`src/verilog/csl_lock_fix_note.sv`:
```
// no logic
`timescale 1ns/100ps
`default_nettype none
`default_nettype wire

```
`src/verilog/csl_pkg.sv`:
```
// constants, types and layouts shared by the code security lock block
// assumes a 32-bit apb register bus and a byte-wide program memory beside it
package csl_pkg;

  // apb register byte offsets
  localparam logic [7:0] CSL_STATUS_OFS = 8'h00;
  localparam logic [7:0] CSL_KEY_IDX_OFS = 8'h04;
  localparam logic [7:0] CSL_KEY_DATA_OFS = 8'h08;
  localparam logic [7:0] CSL_CTRL_OFS = 8'h0C;

  // status register fields
  localparam int CSL_ST_LOCK1_POS = 0;
  localparam int CSL_ST_LOCK2_POS = 1;
  localparam int CSL_ST_VERIFY_POS = 2;
  localparam int CSL_ST_ENCRYPT_POS = 3;
  localparam int CSL_ST_EA_POS = 4;
  localparam int CSL_ST_UNDEF_POS = 5;
  localparam int CSL_ST_RUN_POS = 6;
  localparam int CSL_ST_PROG_REF_POS = 7;
  localparam int CSL_ST_KEY_REF_POS = 8;

  // control register fields and reset value
  localparam int CSL_CTRL_KEY_ARM_POS = 0;
  localparam logic CSL_CTRL_KEY_ARM_RST = 1'b0;

  // lock bits byte layout, a zero bit means protection enabled
  localparam int CSL_LOCK_ONE_POS = 0;
  localparam int CSL_LOCK_TWO_POS = 1;
  localparam logic [7:0] CSL_LOCK_BYTE_RST = 8'hFF;

  // key table geometry and blank value
  localparam int CSL_KEY_DEPTH = 64;
  localparam int CSL_KEY_AW = 6;
  localparam logic [7:0] CSL_KEY_BLANK = 8'hFF;

  // user code area sizes per variant and the lock bits byte offset
  localparam logic [16:0] CSL_AREA_8K = 17'h02000;
  localparam logic [16:0] CSL_AREA_16K = 17'h04000;
  localparam logic [16:0] CSL_AREA_32K = 17'h08000;
  localparam logic [15:0] CSL_LOCK_BYTE_OFS = 16'h0020;

  // value returned for bytes that may not be shown
  localparam logic [7:0] CSL_HIDDEN_BYTE = 8'hFF;

  typedef struct packed {
    logic valid;
    logic table_read;
    logic from_external;
    logic [15:0] addr;
  } csl_fetch_req_type;

  typedef struct packed {
    logic valid;
    logic [15:0] addr;
    logic [7:0] code_byte;
  } csl_verify_req_type;

  typedef struct packed {
    logic valid;
    logic [15:0] addr;
  } csl_prog_req_type;

  typedef struct packed {
    logic valid;
    logic denied;
    logic [7:0] data;
  } csl_verify_ans_type;

  typedef enum logic [1:0] {
    CSL_ST_SYNC0 = 2'b00,
    CSL_ST_SYNC1 = 2'b01,
    CSL_ST_SYNC2 = 2'b11,
    CSL_ST_RUN = 2'b10
  } csl_state_type;

endpackage : csl_pkg

```
`src/verilog/csl_lock.sv`:
```
// code security lock: gates table reads, programming and verify
// assumes the lock bits byte is a static strap and the ea pin a live input, both outside the clock
//
// The implementer's own choices: the APB slave port and the address map.
`timescale 1ns/100ps
`default_nettype none
// What this block does
// with no lock bit programmed, verify reads back the stored code
// with a programmed key table, verify returns encrypted bytes
// lock one blocks external table reads of internal code bytes
// lock one samples the external access pin at reset and holds it
// lock one refuses all further programming of program memory
// both lock bits add a full verify disable to lock one effects
// the key table is 64 bytes, all ones until programmed
// only none, lock one, or both are defined combinations
// lock one is bit 0, lock two bit 1; zero enables protection
// the key follows the user code area; all ones means no encryption
// user code area is 8k, 16k or 32k bytes from address zero
// encrypted verify mixes each byte with the key byte at its low address
// lock bits are captured at reset and held until the next reset
module csl_lock #(
  parameter logic [16:0] AREA_SIZE = csl_pkg::CSL_AREA_8K
) (
  // clock and reset
  input wire logic pclk,
  input wire logic presetn,
  // apb slave
  input wire logic psel,
  input wire logic penable,
  input wire logic pwrite,
  input wire logic [7:0] paddr,
  input wire logic [31:0] pwdata,
  output logic [31:0] prdata,
  output logic pready,
  output logic pslverr,
  // straps
  input wire logic [7:0] lock_bits_byte,
  input wire logic external_access_select,
  output logic ea_effective,
  // cpu fetch path
  input wire csl_pkg::csl_fetch_req_type fetch_req,
  output logic fetch_block,
  // programming and verify equipment
  input wire csl_pkg::csl_prog_req_type prog_req,
  output logic prog_grant,
  output logic prog_refused,
  input wire csl_pkg::csl_verify_req_type verify_req,
  output csl_pkg::csl_verify_ans_type verify_ans
);
  import csl_pkg::*;

  function automatic logic in_user_area(input logic [15:0] a);
    in_user_area = {1'b0, a} < AREA_SIZE;
  endfunction : in_user_area

  csl_state_type state_reg;
  logic [7:0] lock_meta_reg;
  logic [7:0] lock_sync_reg;
  logic ea_meta_reg;
  logic ea_sync_reg;
  logic lock1_reg;
  logic lock2_reg;
  logic undef_reg;
  logic ea_reg;
  logic run;
  logic prog_refused_sticky_reg;
  logic key_refused_sticky_reg;
  logic key_arm_reg;
  logic [CSL_KEY_AW-1:0] key_idx_reg;
  logic [7:0] key_rd;
  logic [7:0] key_rd_v;
  logic key_programmed;
  logic key_wr;
  logic key_wr_ok;
  logic apb_setup;
  logic apb_access;
  logic apb_wr;
  logic mapped;
  logic [31:0] rd_next;
  logic [31:0] status_word;
  logic prog_grant_reg;
  logic prog_refused_reg;
  csl_verify_ans_type verify_reg;
  logic [31:0] prdata_reg;
  logic pslverr_reg;

  assign run = (state_reg == CSL_ST_RUN);

  // straps cross in through two flops before anything looks at them
  always_ff @(posedge pclk or negedge presetn) begin
    if (!presetn) begin
      lock_meta_reg <= CSL_LOCK_BYTE_RST;
      lock_sync_reg <= CSL_LOCK_BYTE_RST;
      ea_meta_reg <= 1'b0;
      ea_sync_reg <= 1'b0;
    end else begin
      lock_meta_reg <= lock_bits_byte;
      lock_sync_reg <= lock_meta_reg;
      ea_meta_reg <= external_access_select;
      ea_sync_reg <= ea_meta_reg;
    end
  end

  // the second sync flop shows the strap only two edges after release,
  // so capture waits for a third edge or it would latch the reset value
  always_ff @(posedge pclk or negedge presetn) begin
    if (!presetn) begin
      state_reg <= CSL_ST_SYNC0;
    end else begin
      unique case (state_reg)
        CSL_ST_SYNC0: state_reg <= CSL_ST_SYNC1;
        CSL_ST_SYNC1: state_reg <= CSL_ST_SYNC2;
        CSL_ST_SYNC2: state_reg <= CSL_ST_RUN;
        CSL_ST_RUN: state_reg <= CSL_ST_RUN;
      endcase
    end
  end

  // lock decisions are taken once and frozen; an undefined lock-two-only
  // setting is treated as fully locked, the safer way round
  always_ff @(posedge pclk or negedge presetn) begin
    if (!presetn) begin
      lock1_reg <= 1'b1;
      lock2_reg <= 1'b1;
      undef_reg <= 1'b0;
    end else if (state_reg == CSL_ST_SYNC2) begin
      lock1_reg <= !lock_sync_reg[CSL_LOCK_ONE_POS]
        || !lock_sync_reg[CSL_LOCK_TWO_POS];
      lock2_reg <= !lock_sync_reg[CSL_LOCK_TWO_POS];
      undef_reg <= lock_sync_reg[CSL_LOCK_ONE_POS]
        && !lock_sync_reg[CSL_LOCK_TWO_POS];
    end
  end

  // ea follows the pin unless lock one froze it at reset
  always_ff @(posedge pclk or negedge presetn) begin
    if (!presetn) begin
      ea_reg <= 1'b0;
    end else if (state_reg == CSL_ST_SYNC2) begin
      ea_reg <= ea_sync_reg;
    end else if (run && !lock1_reg) begin
      ea_reg <= ea_sync_reg;
    end
  end
  assign ea_effective = ea_reg;

  // blocked while capture is pending so nothing leaks at start-up
  assign fetch_block = fetch_req.valid && fetch_req.table_read
    && fetch_req.from_external && in_user_area(fetch_req.addr)
    && (lock1_reg || !run);

  // programming answer, one cycle after the request
  always_ff @(posedge pclk or negedge presetn) begin
    if (!presetn) begin
      prog_grant_reg <= 1'b0;
      prog_refused_reg <= 1'b0;
    end else begin
      prog_grant_reg <= prog_req.valid && run && !lock1_reg;
      prog_refused_reg <= prog_req.valid && (lock1_reg || !run);
    end
  end
  assign prog_grant = prog_grant_reg;
  assign prog_refused = prog_refused_reg;

  // verify answer; xnor with the key leaves a blank key transparent
  always_ff @(posedge pclk or negedge presetn) begin
    if (!presetn) begin
      verify_reg <= '0;
    end else begin
      verify_reg.valid <= verify_req.valid;
      verify_reg.denied <= verify_req.valid && (lock2_reg || !run);
      if (!verify_req.valid || lock2_reg || !run
          || !in_user_area(verify_req.addr)) begin
        verify_reg.data <= CSL_HIDDEN_BYTE;
      end else if (key_programmed) begin
        verify_reg.data <= ~(verify_req.code_byte ^ key_rd_v);
      end else begin
        verify_reg.data <= verify_req.code_byte;
      end
    end
  end
  assign verify_ans = verify_reg;

  // key table is shared: verify reads by low address bits, apb writes by index
  csl_key_table #(
    .DEPTH(CSL_KEY_DEPTH),
    .AW(CSL_KEY_AW)
  ) csl_key_table_i (
    .pclk(pclk),
    .presetn(presetn),
    .wr_en(key_wr_ok),
    .wr_idx(key_idx_reg),
    .wr_data(pwdata[7:0]),
    .rd_idx(verify_req.addr[CSL_KEY_AW-1:0]),
    .rd_data(key_rd_v),
    .programmed(key_programmed)
  );
  assign key_rd = key_rd_v;

  // apb: zero wait states, read data captured in the setup cycle
  assign apb_setup = psel && !penable;
  assign apb_access = psel && penable;
  assign apb_wr = apb_access && pwrite && !pslverr_reg;
  assign mapped = (paddr == CSL_STATUS_OFS) || (paddr == CSL_KEY_IDX_OFS)
    || (paddr == CSL_KEY_DATA_OFS) || (paddr == CSL_CTRL_OFS);
  assign key_wr = apb_wr && paddr == CSL_KEY_DATA_OFS;
  // key writes need the arm bit and no lock; the table is code memory too
  assign key_wr_ok = key_wr && key_arm_reg && run && !lock1_reg;

  always_comb begin
    status_word = '0;
    status_word[CSL_ST_LOCK1_POS] = lock1_reg;
    status_word[CSL_ST_LOCK2_POS] = lock2_reg;
    status_word[CSL_ST_VERIFY_POS] = run && !lock2_reg;
    status_word[CSL_ST_ENCRYPT_POS] = key_programmed;
    status_word[CSL_ST_EA_POS] = ea_reg;
    status_word[CSL_ST_UNDEF_POS] = undef_reg;
    status_word[CSL_ST_RUN_POS] = run;
    status_word[CSL_ST_PROG_REF_POS] = prog_refused_sticky_reg;
    status_word[CSL_ST_KEY_REF_POS] = key_refused_sticky_reg;
  end

  always_comb begin
    rd_next = '0;
    unique case (paddr)
      CSL_STATUS_OFS: rd_next = status_word;
      CSL_KEY_IDX_OFS: rd_next[CSL_KEY_AW-1:0] = key_idx_reg;
      CSL_KEY_DATA_OFS: rd_next[7:0] = 8'h00;
      CSL_CTRL_OFS: rd_next[CSL_CTRL_KEY_ARM_POS] = key_arm_reg;
      default: rd_next = '0;
    endcase
  end

  always_ff @(posedge pclk or negedge presetn) begin
    if (!presetn) begin
      prdata_reg <= '0;
      pslverr_reg <= 1'b0;
    end else if (apb_setup) begin
      prdata_reg <= pwrite ? 32'h00000000 : rd_next;
      pslverr_reg <= !mapped;
    end
  end
  assign prdata = prdata_reg;
  assign pready = 1'b1;
  assign pslverr = apb_access && pslverr_reg;

  always_ff @(posedge pclk or negedge presetn) begin
    if (!presetn) begin
      key_idx_reg <= '0;
      key_arm_reg <= CSL_CTRL_KEY_ARM_RST;
    end else if (apb_wr && paddr == CSL_KEY_IDX_OFS) begin
      key_idx_reg <= pwdata[CSL_KEY_AW-1:0];
    end else if (apb_wr && paddr == CSL_CTRL_OFS) begin
      key_arm_reg <= pwdata[CSL_CTRL_KEY_ARM_POS];
    end else if (key_wr_ok) begin
      key_idx_reg <= key_idx_reg + 1'b1;
    end
  end

  // sticky refusals: write one to clear, a new event wins over the clear
  always_ff @(posedge pclk or negedge presetn) begin
    if (!presetn) begin
      prog_refused_sticky_reg <= 1'b0;
      key_refused_sticky_reg <= 1'b0;
    end else begin
      if (prog_refused_reg) begin
        prog_refused_sticky_reg <= 1'b1;
      end else if (apb_wr && paddr == CSL_STATUS_OFS
                   && pwdata[CSL_ST_PROG_REF_POS]) begin
        prog_refused_sticky_reg <= 1'b0;
      end
      if (key_wr && !key_wr_ok) begin
        key_refused_sticky_reg <= 1'b1;
      end else if (apb_wr && paddr == CSL_STATUS_OFS
                   && pwdata[CSL_ST_KEY_REF_POS]) begin
        key_refused_sticky_reg <= 1'b0;
      end
    end
  end
endmodule : csl_lock
`default_nettype wire

```
`src/verilog/csl_key_table.sv`:
```
// 64-byte encryption key table, blank (all ones) until written
// assumes writes are already checked against the lock state by the caller
`timescale 1ns/100ps
`default_nettype none
module csl_key_table #(
  parameter int DEPTH = csl_pkg::CSL_KEY_DEPTH,
  parameter int AW = csl_pkg::CSL_KEY_AW
) (
  // clock and reset
  input wire logic pclk,
  input wire logic presetn,
  // write port
  input wire logic wr_en,
  input wire logic [AW-1:0] wr_idx,
  input wire logic [7:0] wr_data,
  // read port
  input wire logic [AW-1:0] rd_idx,
  output logic [7:0] rd_data,
  output logic programmed
);
  import csl_pkg::*;

  logic [7:0] key_mem_reg [DEPTH];
  logic programmed_reg;

  // table starts blank so an unprogrammed part verifies in clear
  always_ff @(posedge pclk or negedge presetn) begin
    if (!presetn) begin
      for (int i = 0; i < DEPTH; i++) begin
        key_mem_reg[i] <= CSL_KEY_BLANK;
      end
    end else if (wr_en) begin
      key_mem_reg[wr_idx] <= wr_data;
    end
  end

  // any non-blank byte turns encryption on; it never turns back off
  always_ff @(posedge pclk or negedge presetn) begin
    if (!presetn) begin
      programmed_reg <= 1'b0;
    end else if (wr_en && wr_data != CSL_KEY_BLANK) begin
      programmed_reg <= 1'b1;
    end
  end

  assign rd_data = key_mem_reg[rd_idx];
  assign programmed = programmed_reg;

endmodule : csl_key_table
`default_nettype wire

```
`config.mk`:
```
export PLATFORM = sky130hd
export DESIGN_NAME = csl_lock
export DESIGN_NICKNAME = d
export VERILOG_FILES = /design/src/verilog/csl_lock_fix_note.sv /design/src/verilog/csl_pkg.sv /design/src/verilog/csl_lock.sv /design/src/verilog/csl_key_table.sv
export SDC_FILE = /design/constraint.sdc
export NUM_CORES = 1
export LEC_CHECK = 0
export BUFFER_PORTS_ARGS = -buffer_cell sky130_fd_sc_hd__buf_2
export CAP_MARGIN = 20
export CORE_UTILIZATION = 35
export DETAILED_ROUTE_END_ITERATION = 10
export GPL_ROUTABILITY_DRIVEN = 0
export HOLD_SLACK_MARGIN = 0.05
export PLACE_DENSITY = 0.64
export SYNTH_ARGS = -nofsm -noshare
export SYNTH_HDL_FRONTEND = slang
export SYNTH_SLANG_ARGS = --single-unit
```
`constraint.sdc`:
```
create_clock -name pclk -period 2.45 [get_ports pclk]
set_input_delay 0.6125 -clock pclk [delete_from_list [all_inputs] [get_ports pclk]]
set_output_delay 0.6125 -clock pclk [all_outputs]
set_load 0.01 [all_outputs]
```
### After elaboration in Yosys (flattened, before gate mapping)

Index checks and enable logic that the tools add are counted.
Widths: inputs -> output; s select.

| operators by class | value |
|---|---|
| eq/ne operators | 8 |
| add/sub/neg operators | 1 |
| order comparisons | 5 |
| bitwise gates (word level) | 5 |
| mux-type cells | 23 |
| reduce and logical (&&, ||, !) cells | 57 |

Operators with widths:

| cell | count |
|---|---|
| $bwmux 512 | 1 |
| $bmux 8 s6 | 1 |
| $demux 8 s6 | 1 |
| $mux 8 | 5 |
| $lt 16x14->1 const B | 2 |
| $mux 32 | 1 |
| $logic_and 1x1->1 | 28 |
| $mux 6 | 3 |
| $eq 8x4->1 const B | 2 |
| $ge 7x7->1 const B | 2 |
| $not 6->7 | 2 |
| $logic_not 1->1 | 11 |
| $pmux 5 s2 | 1 |
| $logic_or 1x1->1 | 9 |
| $eq 8x3->1 const B | 1 |
| $logic_not 8->1 | 1 |
| $ne 8x8->1 const B | 1 |
| $not 8->8 | 1 |
| $reduce_bool 2->1 | 4 |
| $xor 8x8->8 | 1 |
| $lt 7x1->1 const B | 1 |
| $mux 1 | 7 |
| $add 6x1->6 const B | 1 |
| $pmux 2 s3 | 1 |
| 9 further kinds | 11 |

| storage, ports and cells | value |
|---|---|
| output and inout port bits | 48 |
| input port bits | 115 |
| register bits | 579 |

### Logic depth before layout (Yosys ltp)

Gate-level depths: netlist (run 1).

| logic depth | value |
|---|---|
| depth in word-level cells | 10 |
| depth in mapped cells | 10 |
| depth with buffers taken out | 6 |

### Cells and area by module

Synthesis (run 1) repeated with hierarchy kept, for this count alone.

| unflattened totals | value |
|---|---|
| cells, all modules | 1708 |
| area total of the unflattened synthesis | 26316.5 um^2 |

Modules (own cells, without submodules):

| module | instances | sequential area each (um^2) | cells each | area an instance (um^2) |
|---|---|---|---|---|
| csl_key_table | 1 | 13477.9 | 1509 | 24169.4 |
| csl_lock | 1 | 1083.5 | 199 | 2147.1 |

### Least setup slack after synthesis (run 1)

Ideal clock, no wire load.

| timing path | value |
|---|---|
| path type | input to register |
| start | input port verify_req[8] in the netlist's numbering |
| end | register verify_reg (netlist bit verify_ans[6]) |
| data required time | 2.321 ns |
| stages | 9 |
| path buffers | 3 |
| arrival | 2.599 ns |
| library setup time | 0.129 ns |
| setup slack | -0.278 ns |
| cell sequence | buf_2 buf_2 buf_2 mux4_2 mux2i_1 o22ai_1 o32ai_1 xnor2_1 nand2_1 |

| on the way | value |
|---|---|
| longest elaborated chain between the ends | 8 |
| elaborated cells between the ends (all ways) | 11 |
| those cells by class | 1 x order compare; 5 x mux; 3 x bitwise; 2 x reduce/logical |

RTL lines:

| item | RTL line | text |
|---|---|---|
| start: declaration | csl_lock.sv:47 | `input wire csl_pkg::csl_verify_req_type verify_req,` |
| $not 6->7 (implied by the code) | csl_key_table.sv:46 | `assign rd_data = key_mem_reg[rd_idx];` |
| $bmux 8 s6 | csl_key_table.sv:46 |  |
| $mux 8 (implied by the code) (2 in a row) | csl_key_table.sv:46 |  |
| $xor 8x8->8 | csl_lock.sv:176 | `verify_reg.data <= ~(verify_req.code_byte ^ key_rd_v);` |
| $not 8->8 | csl_lock.sv:176 |  |
| $mux 8 | csl_lock.sv:175 | `end else if (key_programmed) begin` |
| $mux 8 (*) | csl_lock.sv:172 | `if (!verify_req.valid \|\| lock2_reg \|\| !run` |
| end: declaration | csl_lock.sv:83 | `csl_verify_ans_type verify_reg;` |

Mark *: on every way between the ends. The rest lies on a longest branch, timed or not. The select of a mux whose other input is x is not followed.
A chain may end at the register's enable or synchronous reset.

### Final worst setup path (run 1)

| timing path | value |
|---|---|
| start | register lock1_reg |
| end | output port fetch_block |

| on the way | value |
|---|---|
| longest elaborated chain between the ends | 2 |

RTL lines:

| item | RTL line | text |
|---|---|---|
| start: declaration | csl_lock.sv:61 | `logic lock1_reg;` |
| start signal: assignment | csl_lock.sv:127 | `lock1_reg <= !lock_sync_reg[CSL_LOCK_ONE_POS]` |
| $logic_or 1x1->1 | csl_lock.sv:150 | `&& (lock1_reg \|\| !run);` |
| $logic_and 1x1->1 | csl_lock.sv:150 |  |
| end: declaration | csl_lock.sv:42 | `output logic fetch_block,` |

Every way passes these cells.

==> impl_metrics.ini, run 1 <==
[power_and_ir_drop]
powerDensity_nw_per_um2 = 629
power_leakage_nw = 13.1
peakVddDrop_mv = 0.501

[worst_setup_path]
cp.arrival_ns = 1.76
r2r-end = csl_key_table_i.key_mem_reg[480]
crit_start = lock1_reg
r2r_cells = 9
end_kind = output pin
endpoint = fetch_block
cp-start-kind = flip-flop
reg2reg_from = state_reg[0]
worstPathRequired_ns = 1.84
crit_path_max_fanout = 4
critical_path_class = flip-flop to output pin
worst-r2r-setup-slack_ns = 0.11

[yosys]
ys_warn_count = 0
synth-simple-area-share_pct = 4.91
syn_area_um2 = 26200
ys_async_sr_fraction_pct = 100
synth_adder_area_share_pct = 0.0477
syn_area_per_cell_um2 = 15.4
synth.cells.most_frequent = dfstp_2, mux2_2, mux4_2, clkbuf_1, nand2_1
synth_compound_area_share_pct = 2.79
synthCells = 1707
synth_seq_area_share_pct = 55.5
synth_xor_area_share_pct = 0.267
synth_top_area_share_pct = 51.9
synth_top_flop_cell = dfstp_2
synth_top_cell_by_area = dfstp_2
yosysUniqueCellTypes = 63
ys_ff_latch = 556
synth.area.mux_share_pct = 33.8
synth_edf_count = 0
synth_area_leaders = dfstp_2, mux2_2, mux4_2
synth_top_family_by_area = multiplexers

[clocking]
cts_sinks = 556
cts_tree = done
htreeDepth = 2
clockRootBuffer = clkbuf_16
cts.clk_slew.worst_paths_ns = 0.05
cts_buffers = 60
cts_buffer_depth = 3
post_cts_buffers = 0
clk_latency_ns = 0.63

[drt]
wl_per_cell_um = 23.2
viasPerCell = 5.26
vias = 15694
drt-pass1-iter-count = 6
first_iter_violations = 999
ant_nets = 0
drc_errors = 0
wl_mm = 69.3

[die]
ios = 163
start_util_pct = 35.3
fp.dieW_um = 276
core_um2 = 74300
fp-row-count = 100
dieArea_um2 = 76000
die_y_um = 276

[run]
max-cap-violations = 0

[grt]
track_usage_pct = 18.7
antenna_found_initial = 2
grt_pass1_wl_mm = 107
overflow = 0
grt_pass1_vias = 17040
grt_max_degree = 84

[timing]
relSlewSlack_pct = 42.0
finalCritPeriodShare_pct = 96.8
setup_slack_ns = 0.0787
final-setup-viol-count = 0
rsz0062_at_grt = true
timing_max_transition_violations_final = 0
hold-worst-slack_ns = 0.0983
final_hold_viol_count = 0
fmax_ghz = 0.422
finClkSkew_ns = 0.0197
worstMarginPinSlew_ns = 0.862
period_minus_slack_ns = 2.37

[finish]
largest_register_ffs = 512
fin_util_pct = 43.5
drive_above_1_share_pct = 81.9
diodes = 0
nets = 2079
synthToLayoutAreaGrowth_pct = 23.2

[worst_hold_path]
min_from = lock_bits_byte[0]
holdCritPathClass = input pin to flip-flop

[status]
outcome = complete, no violations

[placed_design]
portBuffers = 73
hpwl_mm = 48.6
pre_cts_ws_ns = -0.535
## placed cells by master (no fill, tap or decap), types with 9 or more instances in the layout
master     netlist  final
a21oi_1         11     11
buf_12           0     80
buf_2           18     70
buf_4           24    163
bufinv_16        0     11
clkbuf_16        0     62
clkbuf_8         0     11
clkinv_2         0     13
conb_1           2     24
dfrtp_1         38     38
dfstp_2        518    518
inv_1            9      9
mux2_2         518    518
mux2i_1         22     22
mux4_2         123    123
nand2_1         60     60
nand3_1         10     10
nand3b_1         9      9
nor2_1          17     17
nor2_2          34     32
nor2_4          15     17
o21ai_0         20     20
o22ai_1         30     30
## worst min-delay path by stage
stage / endpoint / cells past startpoint / slack, ns
global placement: ea_sync_reg / 0 / 0.33
global route: lock_meta_reg[1] / 1 / 0.06
CTS: lock_meta_reg[0] / 1 / 0.06
floorplan: csl_key_table_i.programmed / 0 / 0.32
detailed placement: ea_sync_reg / 0 / 0.34
finish: lock_meta_reg[0] / 1 / 0.1
## final cells by class
type | count | area, um^2
tap | 969 | 1210
inverter | 10 | 37.5
timing repair buffer | 316 | 3210
clock buffer | 80 | 1720
sequential | 556 | 14600
fill | 6602 | 42000
clock inverter | 34 | 475
multi-input combinational | 1019 | 11100
## where the power goes
group          switching, W  internal [W]
sequential       0.00000915       0.00925
clock               0.00384       0.00609
combinational      0.000720      0.000415
## repair_timing
| action | 4_1_cts | 5_1_grt |
|---|---|---|
| setup endpoints to repair | 1 | 35 |
| hold endpoints to repair | 1 | 0 |
| resized for setup | 1 | 3 |
| pin swaps | 0 | 1 |
| hold buffers | 1 | 0 |
## metrics by stage
| stage | total power [W] | cell area, um^2 | std cells | setup TNS [ns] |
|---|---|---|---|---|
| finish | 0.0203 | 32300 | 2984 | 0 |
| global placement | 0.0105 | 30100 | 2869 | -27.74 |
| floorplan | 0.00986 | 26400 | 1729 | -5.29 |
| global route | 0.0210 | 32300 | 2984 | -0.306 |
| detailed placement | 0.0105 | 30100 | 2869 | -37.64 |
| CTS | 0.0205 | 32300 | 2984 | 0 |
## per-layer routing
layer	vias to the layer above	GRT usage [%]	part of all wire (%)
met5	-	0	0.032
met3	118	3.98	5.6
li1	6808	-	-
met1	8392	25.3	44
met4	4	5.83	2.9
met2	372	29.9	47
## cell families after synthesis
family                     Yosys count
and+or+nand+nor                    211
AOI/OAI and AO/OA                  108
DFF                                556
adders and majority gates            1
muxes                              667
xor gates and xnor gates             8
other                                2
buffers and inverters              154
## critical path, cell delays in order, from the launching register on
cell and delay [ns]:
dfstp_2 0.57, nor3b_2 0.07, buf_4 0.15, nor4_2 0.19
buf_2 0.17
No activity file was read; power rests on OpenSTA's default activity.
==> run 2: changes to the inputs <==
- CORE_ASPECT_RATIO: unset -> 1.25
- CORE_UTILIZATION: 35 -> 55
- GPL_TIMING_DRIVEN: unset -> 1
- PLACE_DENSITY: 0.64 -> 0.87
==> run 2 against run 1 <==
Combinational power decreased by 7%. Sequential power about the same. Maximum frequency rose by 1.1%. First-iteration DRC count increased by 20%. Global-route usage grew 11 points. Core utilization grew 22 points. Critical path depth unchanged. Worst hold slack improved by 0.021 ns. Cell area decreased by 4.2%. Clock skew is 0.0046 ns higher. Final cell count down 13%. Largest cell class unchanged.
==> impl_metrics.ini, run 2 (synthesis results as in run 1) <==
[drt]
drc_errors = 0
wl_mm = 69.2
viasPerCell = 6.31
wl_per_cell_um = 26.7
ant_nets = 0
drt-pass1-iter-count = 5
vias = 16349
first_iter_violations = 1200

[clocking]
clk_latency_ns = 0.61
clockRootBuffer = clkbuf_16
cts_buffers = 53
cts_buffer_depth = 3
cts_sinks = 556
cts_tree = done
hold_buffers = 0
htreeDepth = 2
cts.clk_slew.worst_paths_ns = 0.06

[timing]
final-setup-viol-count = 0
worstMarginPinSlew_ns = 0.913
hold-worst-slack_ns = 0.119
setup_tns_ns = 0
final_hold_viol_count = 0
relSlewSlack_pct = 39.2
period_minus_slack_ns = 2.34
finalCritPeriodShare_pct = 95.7
finClkSkew_ns = 0.0243
fmax_ghz = 0.426
timing_max_transition_violations_final = 0

[placed_design]
portBuffers = 73
hpwl_mm = 44.3

[die]
dieArea_um2 = 48600
fp-row-count = 89
core_um2 = 47100
die_y_um = 246
ios = 163
fp.dieW_um = 197
start_util_pct = 55.7

[finish]
multi_input_area_um2 = 11100
synthToLayoutAreaGrowth_pct = 18.1
final_cell_mix = mux2_2, dfstp_2, buf_4
seq_area_um2 = 14600
drive_above_1_share_pct = 81.2
nets = 2025
largest_register_ffs = 512
fill_cells = 2892

[power_and_ir_drop]
peakVddDrop_mv = 0.458
powerDensity_nw_per_um2 = 605
power_leakage_nw = 12.6
p_total_w = 0.0187

[worst_setup_path]
slowest_delay_ns = 0.56
cp.arrival_ns = 1.73
critical_path_class = flip-flop to output pin
crit_path_max_fanout = 4
end_kind = output pin
crit_chain = nor3b_2 > buf_4 > nor4_2 > buf_2
cp-start-kind = flip-flop
slowest_stage = dfstp_2
worstPathRequired_ns = 1.84

[grt]
grt_pass1_wl_mm = 108
antenna_found_initial = 1
grt_max_degree = 90
track_usage_pct = 29.6
overflow = 0
grt_pass1_vias = 17885

[worst_hold_path]
holdCritPathClass = input pin to flip-flop

[status]
outcome = complete, no violations

[run]
max-cap-violations = 0
[run 2: final cells by class]
type / count / area share [%]
antenna: 1 / 0.00808
clock buffer: 81 / 5.21
clock inverter: 16 / 0.525
inverter: 10 / 0.121
multi-input combinational: 1019 / 35.8
sequential: 556 / 47.0
tap: 637 / 2.57
timing repair buffer: 269 / 8.72
[run 2: per-stage QoR]
| step | utilization, % | setup slack (ns) | instances | instance area (um^2) |
|---|---|---|---|---|
| 4_1_cts | 65.7 | 0.0795 | 2587 | 30900 |
| 5_1_grt | 65.7 | -0.0130 | 2588 | 31000 |
| 3_5_place_dp | 61.9 | -0.418 | 2490 | 29200 |
| 3_3_place_gp | 61.9 | -0.387 | 2490 | 29200 |
| 2_1_floorplan | - | -0.0373 | 1729 | 26400 |
| 6_report | 65.7 | 0.105 | 2589 | 31000 |
[run 2: per-layer routing]
metal	GRT usage, %	up-vias	share of wire, %
met1	34.7	8599	36
met4	19.1	2	7.1
met2	48.9	751	50
met5	0	-	0.016
li1	-	6695	-
met3	6.76	302	7.4
[run 2: repair_timing]
item | in CTS | in global routing
setup buffers | 0 | 1
resized for setup | 0 | 4
setup endpoints to repair | 0 | 38
[run 2: power breakdown]
group          switching, W  leakage, nW  internal [W]
Clock               0.00357        0.887       0.00484
Combinational      0.000701         5.96      0.000359
Sequential       0.00000842         5.80       0.00925
Total               0.00428         12.6        0.0144
[run 2: final timing paths]
kind	startpoint	end	slack, ns	cells after the start
max	lock1_reg	fetch_block	0.11	4
max reg2reg	pslverr_reg	csl_key_table_i.key_mem_reg[452]	0.11	8
min	lock_bits_byte[1]	lock_meta_reg[1]	0.12	1
min reg2reg	lock_meta_reg[0]	lock_sync_reg[0]	0.35	0
max in group asynchronous	presetn	csl_key_table_i.key_mem_reg[283]	1.62	2
min in group asynchronous	presetn	csl_key_table_i.key_mem_reg[420]	0.21	1
[run 2: critical path: cells and delay by family, from the launching register on]
family,cells,cell delay (ns)
buf+inv,2,0.32
flops,1,0.56
simple gates,2,0.26
